File: config.mk
export PLATFORM = sky130hd
export DESIGN_NAME = amxs_sequencer
export DESIGN_NICKNAME = d
export VERILOG_FILES = /design/src/amxs_pkg.sv /design/src/amxs_slow_tick.sv /design/src/amxs_sequencer.sv
export VERILOG_INCLUDE_DIRS = /design/src
export SDC_FILE = /design/constraint.sdc
export NUM_CORES = 1
export LEC_CHECK = 0
export BUFFER_PORTS_ARGS = -buffer_cell sky130_fd_sc_hd__buf_4
export CAP_MARGIN = 40
export CORE_UTILIZATION = 25
export DETAILED_ROUTE_END_ITERATION = 12
export PLACE_DENSITY = 0.54
export SYNTH_ARGS = -nofsm -noshare
export SYNTH_HDL_FRONTEND = slang
export SYNTH_HIERARCHICAL = 1
export SYNTH_SLANG_ARGS = --single-unit
File: constraint.sdc
create_clock -name clk -period 1.6 [get_ports clk]
set_input_delay 0.08 -clock clk [delete_from_list [all_inputs] [get_ports clk]]
set_output_delay 0.08 -clock clk [all_outputs]
set_load 0.02 [all_outputs]
File: src/amxs_map.svh
// register offsets, field positions and timing counts for the mux sequencer
`ifndef AMXS_MAP_SVH
`define AMXS_MAP_SVH

`define AMXS_ADDR_W            16
`define AMXS_EQU_ADDR          16'h2000
`define AMXS_SEQ_ADDR          16'h2002
`define AMXS_ALT_ADDR          16'h2005
`define AMXS_EQU_MSB           7
`define AMXS_EQU_LSB           5
`define AMXS_DIV_MSB           7
`define AMXS_DIV_LSB           6
`define AMXS_CHOP_MSB          5
`define AMXS_CHOP_LSB          4
`define AMXS_ALT_BIT           2
`define AMXS_RES_BIT           4
`define AMXS_REG_RESET         8'h00
`define AMXS_CONV_CYC_21       2'h2
`define AMXS_CONV_CYC_22       2'h3
`define AMXS_SLOW_HZ           32768
`define AMXS_SYS_HZ            20000000
`define AMXS_SLOW_DIV          (`AMXS_SYS_HZ / `AMXS_SLOW_HZ)

`endif

File: src/amxs_pkg.sv
// types for the mux sequencer
package amxs_pkg;
    typedef enum logic [1:0] {
        AMXS_CHOP_NORMAL = 2'b00,
        AMXS_CHOP_INVERT = 2'b01,
        AMXS_CHOP_TOGGLE = 2'b10,
        AMXS_CHOP_TOG2   = 2'b11
    } amxs_chop_t;

    typedef enum logic [2:0] {
        AMXS_SRC_IA   = 3'h0,
        AMXS_SRC_VA   = 3'h1,
        AMXS_SRC_IB   = 3'h2,
        AMXS_SRC_VB   = 3'h3,
        AMXS_SRC_IC   = 3'h4,
        AMXS_SRC_VC   = 3'h5,
        AMXS_SRC_TEMP = 3'h6,
        AMXS_SRC_AUX  = 3'h7
    } amxs_src_t;

    typedef enum logic [1:0] {
        AMXS_ST_IDLE = 2'b00,
        AMXS_ST_CONV = 2'b01,
        AMXS_ST_NEXT = 2'b10
    } amxs_state_t;
endpackage

File: src/amxs_slow_tick.sv
// divider producing the 32768 Hz enable pulse from the system clock
`timescale 1ns/1ps
`default_nettype none
module amxs_slow_tick
#(
    parameter int DIV = 610
)
(
    // clock and reset
    input  wire logic clk,
    input  wire logic rst_n,
    // enable out
    output logic      tick
);
    logic [15:0] cnt;

    always_ff @(posedge clk or negedge rst_n)
    begin
        if (!rst_n)
        begin
            cnt  <= 16'h0000;
            tick <= 1'b0;
        end
        else if (cnt == 16'(DIV - 1))
        begin
            cnt  <= 16'h0000;
            tick <= 1'b1;
        end
        else
        begin
            cnt  <= cnt + 16'h0001;
            tick <= 1'b0;
        end
    end
endmodule // amxs_slow_tick
`default_nettype wire

File: src/amxs_sequencer.sv
// multiplexer sequencer for the metering front end
`include "amxs_map.svh"
`timescale 1ns/1ps
`default_nettype none
module amxs_sequencer
    import amxs_pkg::*;
#(
    parameter int RES_W = 22
)
(
    // clock and reset
    input  wire logic                      clk,
    input  wire logic                      rst_n,
    // i/o ram write and read port
    input  wire logic                      cfg_wr,
    input  wire logic [`AMXS_ADDR_W-1:0]   cfg_addr,
    input  wire logic [7:0]                cfg_wdata,
    output logic      [7:0]                cfg_rdata,
    // converter and filter
    input  wire logic [RES_W-1:0]          fir_result,
    output logic      [2:0]                mux_select,
    output logic                           conv_start,
    output logic                           resolution_select,
    output logic                           chop_polarity,
    // engine data memory
    output logic                           dmem_wr,
    output logic      [2:0]                dmem_addr,
    output logic      [RES_W-1:0]          dmem_wdata,
    // engine and processor
    output logic                           ce_start,
    output logic                           ce_busy_irq,
    output logic      [2:0]                meter_formula_select,
    // comparator
    input  wire logic                      aux_monitor_input,
    output logic                           aux_above_midrail
);
    logic [7:0]  reg_equ;
    logic [7:0]  reg_seq;
    logic [7:0]  reg_alt;
    logic        tick;
    logic        alt_prev;
    logic        alt_pending;
    logic        alt_active;
    logic [2:0]  mux_state;
    logic [1:0]  conv_cnt;
    logic        cur_chop;
    amxs_chop_t  chop_mode;
    amxs_state_t st;
    logic [2:0]  last_state;
    logic [2:0]  next_last;
    logic        enter_q;
    logic [1:0]  conv_len;
    logic        alt_edge;
    logic [2:0]  aux_sync;

    function automatic logic [2:0] states_last(input logic [1:0] div);
        unique case (div)
            2'b00: states_last = 3'h1;
            2'b01: states_last = 3'h2;
            2'b10: states_last = 3'h3;
            2'b11: states_last = 3'h5;
        endcase
    endfunction

    function automatic logic [2:0] src_of(input logic alt, input logic [2:0] s);
        if (alt)
        begin
            unique case (s)
                3'h0:    src_of = AMXS_SRC_TEMP;
                3'h1:    src_of = AMXS_SRC_VA;
                3'h2:    src_of = AMXS_SRC_AUX;
                3'h3:    src_of = AMXS_SRC_VB;
                3'h4:    src_of = AMXS_SRC_IC;
                default: src_of = AMXS_SRC_VC;
            endcase
        end
        else
        begin
            src_of = s;
        end
    endfunction

    amxs_slow_tick #(.DIV(`AMXS_SLOW_DIV)) u_tick
    (
        .clk   (clk),
        .rst_n (rst_n),
        .tick  (tick)
    );

    assign next_last  = states_last(reg_seq[`AMXS_DIV_MSB:`AMXS_DIV_LSB]);
    assign conv_len   = reg_alt[`AMXS_RES_BIT] ? `AMXS_CONV_CYC_22 : `AMXS_CONV_CYC_21;
    assign alt_edge   = reg_alt[`AMXS_ALT_BIT] && !alt_prev;

    // i/o ram registers
    always_ff @(posedge clk or negedge rst_n)
    begin
        if (!rst_n)
        begin
            reg_equ <= `AMXS_REG_RESET;
            reg_seq <= `AMXS_REG_RESET;
            reg_alt <= `AMXS_REG_RESET;
        end
        else if (cfg_wr)
        begin
            if (cfg_addr == `AMXS_EQU_ADDR)
                reg_equ <= cfg_wdata;
            if (cfg_addr == `AMXS_SEQ_ADDR)
                reg_seq <= cfg_wdata;
            if (cfg_addr == `AMXS_ALT_ADDR)
                reg_alt <= cfg_wdata;
        end
    end

    always_ff @(posedge clk or negedge rst_n)
    begin
        if (!rst_n)
            cfg_rdata <= 8'h00;
        else if (cfg_addr == `AMXS_EQU_ADDR)
            cfg_rdata <= reg_equ;
        else if (cfg_addr == `AMXS_SEQ_ADDR)
            cfg_rdata <= reg_seq;
        else if (cfg_addr == `AMXS_ALT_ADDR)
            cfg_rdata <= reg_alt;
        else
            cfg_rdata <= 8'h00;
    end

    // request edge caught on system clock so one-cycle pulses are seen
    always_ff @(posedge clk or negedge rst_n)
    begin
        if (!rst_n)
        begin
            alt_prev    <= 1'b0;
            alt_pending <= 1'b0;
        end
        else
        begin
            alt_prev <= reg_alt[`AMXS_ALT_BIT];
            if (alt_edge)
                alt_pending <= 1'b1;
            else if (tick && st != AMXS_ST_CONV && (st == AMXS_ST_IDLE
                     || mux_state == last_state))
                alt_pending <= 1'b0;
        end
    end

    // sequencer proper
    always_ff @(posedge clk or negedge rst_n)
    begin
        if (!rst_n)
        begin
            st         <= AMXS_ST_IDLE;
            mux_state  <= 3'h0;
            conv_cnt   <= 2'h0;
            alt_active <= 1'b0;
            cur_chop   <= 1'b0;
            chop_mode  <= AMXS_CHOP_NORMAL;
            last_state <= 3'h1;
        end
        else if (tick)
        begin
            unique case (st)
                AMXS_ST_IDLE, AMXS_ST_NEXT:
                begin
                    if (st == AMXS_ST_IDLE || mux_state == last_state)
                    begin
                        mux_state  <= 3'h0;
                        // state count only changes at a boundary
                        last_state <= next_last;
                        alt_active <= alt_pending && !alt_edge;
                        chop_mode  <= amxs_chop_t'(reg_seq[`AMXS_CHOP_MSB:`AMXS_CHOP_LSB]);
                        unique case (amxs_chop_t'(reg_seq[`AMXS_CHOP_MSB:`AMXS_CHOP_LSB]))
                            AMXS_CHOP_NORMAL: cur_chop <= 1'b0;
                            AMXS_CHOP_INVERT: cur_chop <= 1'b1;
                            AMXS_CHOP_TOGGLE,
                            AMXS_CHOP_TOG2:   cur_chop <= ~cur_chop;
                        endcase
                    end
                    else
                        mux_state <= mux_state + 3'h1;
                    conv_cnt <= 2'h1;
                    st       <= AMXS_ST_CONV;
                end
                AMXS_ST_CONV:
                begin
                    if (conv_cnt == conv_len)
                        st <= AMXS_ST_NEXT;
                    else
                        conv_cnt <= conv_cnt + 2'h1;
                end
                default: st <= AMXS_ST_IDLE;
            endcase
        end
    end

    // datapath outputs
    always_ff @(posedge clk or negedge rst_n)
    begin
        if (!rst_n)
        begin
            mux_select           <= 3'h0;
            conv_start           <= 1'b0;
            resolution_select    <= 1'b0;
            chop_polarity        <= 1'b0;
            dmem_wr              <= 1'b0;
            dmem_addr            <= 3'h0;
            dmem_wdata           <= '0;
            ce_start             <= 1'b0;
            ce_busy_irq          <= 1'b0;
            meter_formula_select <= 3'h0;
            enter_q              <= 1'b0;
        end
        else
        begin
            mux_select           <= src_of(alt_active, mux_state);
            resolution_select    <= reg_alt[`AMXS_RES_BIT];
            chop_polarity        <= cur_chop;
            meter_formula_select <= reg_equ[`AMXS_EQU_MSB:`AMXS_EQU_LSB];
            // start one clock after state entry, aligned with mux_select
            enter_q     <= tick && st != AMXS_ST_CONV;
            conv_start  <= enter_q;
            ce_start    <= enter_q && mux_state == 3'h0;
            dmem_wr     <= tick && st == AMXS_ST_CONV && conv_cnt == conv_len;
            dmem_addr   <= src_of(alt_active, mux_state);
            dmem_wdata  <= fir_result;
            ce_busy_irq <= tick && st == AMXS_ST_CONV && conv_cnt == conv_len
                           && mux_state == last_state;
        end
    end

    // aux comparator input, three-stage synchroniser
    always_ff @(posedge clk or negedge rst_n)
    begin
        if (!rst_n)
        begin
            aux_sync          <= 3'h0;
            aux_above_midrail <= 1'b0;
        end
        else
        begin
            aux_sync <= {aux_sync[1:0], aux_monitor_input};
            if (aux_sync[1] == aux_sync[2])
                aux_above_midrail <= aux_sync[2];
        end
    end

    a_chop_steady: assert property (@(posedge clk) disable iff (!rst_n)
        $changed(chop_polarity) |-> ce_start)
        else $error("chopper changed inside a cycle");

    a_alt_state0: assert property (@(posedge clk) disable iff (!rst_n)
        conv_start && alt_active && mux_state == 3'h0 |-> mux_select == AMXS_SRC_TEMP)
        else $error("alternate state 0 not temperature");

    a_reg_state: assert property (@(posedge clk) disable iff (!rst_n)
        conv_start && !alt_active |-> mux_select == mux_state)
        else $error("regular selection wrong");

    a_conv_len: assert property (@(posedge clk) disable iff (!rst_n)
        conv_start && !reg_alt[`AMXS_RES_BIT] |-> ##1 !dmem_wr [* 8])
        else $error("conversion ended too early");

    a_state_max: assert property (@(posedge clk) disable iff (!rst_n)
        mux_state <= last_state || st == AMXS_ST_NEXT)
        else $error("state beyond cycle length");

    a_pass_start: assert property (@(posedge clk) disable iff (!rst_n)
        ce_start |-> conv_start && mux_select == src_of(alt_active, 3'h0))
        else $error("engine start off state 0");

    a_wr_addr: assert property (@(posedge clk) disable iff (!rst_n)
        dmem_wr |-> dmem_addr <= 3'h7 && !conv_start)
        else $error("bad result write");

    a_chop_fixed: assert property (@(posedge clk) disable iff (!rst_n)
        ce_start && chop_mode == AMXS_CHOP_INVERT |-> chop_polarity)
        else $error("inverted mode not held");
endmodule // amxs_sequencer
`default_nettype wire

Word level (Yosys, flattened, before mapping)
Index checks and enable logic that the tools add are counted.
Cells by class
  add/sub/neg operators: 3
  eq/ne operators: 22
  muxes and demuxes: 17
  bitwise logic cells: 1
  reduce and logical (&&, ||, !) cells: 26
Operators by type and width (count)
  16-bit by 14-bit == test with 1-bit output (second input constant): 3
  8-bit two-way mux: 3
  16-bit by 1-bit adder with 16-bit output (second input constant): 1
  16-bit by 10-bit == test with 1-bit output (second input constant): 1
  16-bit two-way mux: 1
  3-bit one-hot mux with 5 select lines: 1
  3-bit one-hot mux with 4 select lines: 1
  2-bit == test (second input constant): 5
  2-bit AND reduction: 5
  1-bit logical AND: 8
  2-bit one-hot mux with 2 select lines: 2
  2-bit by 1-bit == test with 1-bit output (second input constant): 3
  3-bit by 2-bit == test with 1-bit output (second input constant): 2
  2-bit logical NOT: 3
  3-bit two-way mux: 2
  3-bit AND reduction: 2
  1-bit two-way mux: 4
  2-bit two-way mux: 2
  2-bit != test (second input constant): 2
  2-bit nonzero test: 2
  2-bit OR reduction: 2
  3-bit by 1-bit adder with 3-bit output (second input constant): 1
  3-bit by 1-bit == test with 1-bit output (second input constant): 1
  3-bit == test: 1
  10 further kinds: 11
Storage, ports and cells
  bits in registers: 102
  input bits: 50
  logic and storage cells: 95

Logic depth before layout (Yosys ltp)
  word-level depth: 5
  mapped depth: 6

By module
Netlist, hierarchy kept.
By module, submodules not included
  amxs_sequencer: times used 1, cells each 235, area each 3256.9 um^2, sequential area each 2128.3 um^2
  amxs_slow_tick: times used 1, cells each 72, area each 805.8 um^2, sequential area each 425.4 um^2

Worst setup path before layout
No wires, ideal clock.
  path kind: input port to flip-flop
  start point: input port cfg_addr[15]
  end point: register reg_equ[7]
  library setup time: 0.125 ns
  data arrival time: 1.519 ns
  slack: -0.044 ns
  cell stages on the path: 5
  path buffers: 1
  cell sequence: or4_4 -> nor4_4 -> buf_6 -> nand3_4 -> mux2_4
Between the ends
  longest elaborated chain between the ends: 2
RTL lines
  start, declared: RTL line amxs_sequencer.sv:16  | input wire logic [`AMXS_ADDR_W-1:0] cfg_addr,
  16-bit by 14-bit == test with 1-bit output (no line)
  2-bit AND reduction (no line)
  end signal, assigned: RTL line amxs_sequencer.sv:99  | reg_equ <= `AMXS_REG_RESET;
  end signal, assigned: RTL line amxs_sequencer.sv:106  | reg_equ <= cfg_wdata;
  end, declared: RTL line amxs_sequencer.sv:37  | logic [7:0] reg_equ;
Every way passes these cells.
A chain may end at the register's enable or synchronous reset.

Worst setup path after layout
  start point: input port cfg_addr[15]
  end point: register reg_alt[7]
Between the ends
  longest elaborated chain between the ends: 2
RTL lines
  16-bit by 14-bit == test with 1-bit output (no line)
  2-bit AND reduction (no line)
  end signal, assigned: RTL line amxs_sequencer.sv:101  | reg_alt <= `AMXS_REG_RESET;
  end signal, assigned: RTL line amxs_sequencer.sv:110  | reg_alt <= cfg_wdata;
  end, declared: RTL line amxs_sequencer.sv:39  | logic [7:0] reg_alt;
Every way passes these cells.

==> run_results.csv <==
group,metric,value,unit
route,firstDrtPassIters,4,
cells_and_area,drive_above_1_share,0.3674,
route,antenna_left,0,
placed_design,placed_area,0.005149,mm2
global_route,grt_max_degree,32,
sta,finalHoldViolCount,0,
worst_hold_path,hp-class,"input pin to flip-flop",
cells_and_area,area_growth_syn_to_layout,43.18,%
yosys,ys_types,51,
critical_path,cp_slowest_stage_delay,0.55,ns
critical_path,critPathTopFamily,"simple AND/OR/NAND/NOR gates",
sta,setup_tns,0,ns
sta,worst-slew-pin-transition,0.3871,ns
yosys,synth_top_family_by_area,"simple AND/OR/NAND/NOR gates",
run,maxCapViolCount,0,
critical_path,cp_cell_sequence,"buf_4 > or4_4 > nor4_4 > buf_4 > nand3_4 > mux2_4",
sta,rsz0062_at_grt,"true",
sta,slew_headroom,0.7419,
yosys,synthTopCellsByArea,"dfrtp_1 62%, mux2_2 6.7%, ha_1 3.1%",
cells_and_area,post-route-util,0.3662,
critical_path,crit_arrival,1.76,ns
yosys,netlist_top_cells_count,"101 x dfrtp_1, 24 x mux2_2, 21 x nor2_1, 14 x nand2_1, 13 x inv_1",
yosys,synth_nets,367,
route,via_per_inst,4.158,
yosys,synth_most_common_cell,"dfrtp_1",
cells_and_area,n_antenna_cell,0,
sta,finalCritPeriodShare,0.9575,
clock_tree,cts_sinks,102,
placed_design,gp_congestion,0.7496,
clock_tree,htree_levels,3,
floorplanning,io-pin-count,96,
global_route,overflow,0,
critical_path,cp-end-kind,"flip-flop",
yosys,synth_area_leader_cell,"dfrtp_1",
route,first_iter_violations,143,
critical_path,crit_required,1.83,ns
yosys,ys_ff_latch,102,
yosys,yosys_warnings,6,
floorplanning,rows,46,
cells_and_area,n_fill_cell,1602,
yosys,synth_xor_area_frac,0.03234,
route,wirelength,8.706,mm
critical_path,worst_path_max_delay_cell,"or4_4",
status,status,"finished, final reports clean",
sta,setup_viol,0,
yosys,dominantRegCellSynth,"dfrtp_1",
floorplanning,die_area,0.01676,mm2
yosys,synthAdderAreaFrac,0.03326,
yosys,syn-cell-area,0.004063,mm2
clock_tree,cts_root_buffer,"clkbuf_16",
global_route,grt_usage,0.1101,
yosys,yosysSeqAreaShare,0.6286,
sta,finalMaxSlewViolations,0,
cells_and_area,finalNetCount,515,
sta,fmax,652.7,MHz
yosys,synthSimpleGateAreaFrac,0.1484,
yosys,synthMuxAreaShare,0.08131,
yosys,synthCells,307,
route,wl_per_cell,12.88,um
cells_and_area,design_area,0.005817,mm2
placed_design,pre_cts_ws,-0.3089,ns
critical_path,path_common_cell,"buf_4",
power_and_ir_drop,power_per_cell_area,927.2,mW/mm2
yosys,synth_edf_count,0,
clock_tree,clk_latency,0.35,ns
floorplanning,die_w,129.5,um
power_and_ir_drop,leakagePower,2.832,nW
route,drc,0,
yosys,synth_top_area_share,0.6221,
sta,min_period,1.532,ns
route,vias,2811,
critical_path,worstPathBufferInverterCount,2,
yosys,synthArstFlopShare,1.000,
clock_tree,cts_tree,"built",
global_route,antenna_found_initial,0,
critical_path,cp-start-kind,"input pin",
placed_design,dp_hpwl,6.093,mm
sta,fin_ws,0.06798,ns
clock_tree,cts_buffers,9,
floorplanning,die_h,129.5,um
clock_tree,cts_max_path_buffers,2,
clock_tree,cts.clk_slew.worst_paths,0.07,ns
global_route,grt_pass1_vias,2871,
critical_path,cp_max_fo,8,
placed_design,io_buffers,95,
power_and_ir_drop,peakVddDrop,0.0007295,V
global_route,grt_pass1_wl,14.20,mm
floorplanning,initial_core_util,0.2557,
floorplanning,coreArea,0.01589,mm2
yosys,syn_area_per_cell,13.23,um2
yosys,synth-compound-area-share,0.05174,
critical_path,crit_type,"input pin to flip-flop",
sta,fin_skew,0.01353,ns
-- kinds of logic (layout without fill, tap and decap cells) --
group | count (synthesis) | count (layout)
flops | 102 | 102
simple gates | 96 | 96
compound gates | 33 | 33
mux | 29 | 29
buf+inv | 21 | 174
xor+xnor | 15 | 15
fa+ha+maj | 11 | 11
-- worst paths after layout --
| path | start | to | slack [ns] | cells after the start |
|---|---|---|---|---|
| setup reg to reg | last_state[0] | cur_chop | 0.11 | 4 |
| setup / recovery | cfg_addr[15] | reg_alt[7] | 0.07 | 6 |
| max in group asynchronous | rst_n | last_state[0] | 0.76 | 3 |
| hold / removal | cfg_addr[7] | cfg_rdata[6] | 0.19 | 4 |
| hold reg to reg | aux_sync[0] | aux_sync[1] | 0.36 | 0 |
| min in group asynchronous | rst_n | dmem_wdata[17] | 0.20 | 2 |
-- power by group --
part           internal, W  switching [W]  total, W
Clock              0.00146       0.000948   0.00241
Combinational     0.000192       0.000166  0.000359
Sequential         0.00261      0.0000113   0.00262
Total              0.00427        0.00113   0.00539
-- tightest hold or removal path: stages --
cell and delay, ns:
buf_4 0.09, nor4_4 0.04, buf_4 0.14, nor3b_1 0.13
-- registers in the layout, summed over array words and instances (netlist names), 2 cells and up --
register	count
meter_formula_select	3
aux_sync	3
conv_cnt	2
u_tick/cnt	16
last_state	3
cfg_rdata	8
reg_alt	8
dmem_addr	3
reg_seq	8
dmem_wdata	22
st	2
mux_state	3
reg_equ	8
-- metrics by stage --
stage               hold WS (ns)  std cells  power (W)
floorplan                -0.2156        307   0.002741
global placement         0.02404        627   0.002971
detailed placement       0.03547        627   0.002976
CTS                       0.1732        675   0.005481
global route              0.1772        676   0.005617
finish                    0.1860        676   0.005393
-- per-layer routing --
layer,routed length (um),GRT usage,share of wire
met1,3985,0.1355,0.46
met2,4113,0.1806,0.47
met3,454,0.03303,0.052
met4,153,0.04446,0.018
met5,0,0,0
-- cells in the final DEF (no fill, tap or decap), types with 8 or more instances in the layout --
cell and instances:
nor3b_1 8, clkbuf_16 9, ha_1 10, dlygate4sd3_1 32, mux2_2 24, o21ai_0 8, nand2_1 14, nand2b_1 11
dfrtp_1 101, nor2_1 21, a22oi_1 8, inv_1 13, buf_4 111, xnor2_1 8
-- final cells by class --
class | count | area, um2 | share of cell area
tap | 216 | 270.3 | 0.04646
multi-input combinational | 184 | 1418 | 0.2437
clock inverter | 4 | 76.32 | 0.01312
sequential | 102 | 2554 | 0.4390
inverter | 13 | 48.80 | 0.008389
timing repair buffer | 145 | 1194 | 0.2052
clock buffer | 12 | 256.5 | 0.04410
-- timing repair --
| item | 4_1_cts | 5_1_grt |
|---|---|---|
| hold buffers | 32 | 0 |
| resized for setup | 0 | 2 |
| buffers inserted | 0 | 1 |
| hold endpoints to repair | 80 | 0 |
| setup endpoints to repair | 0 | 7 |
(Power assumes the default switching activity.)
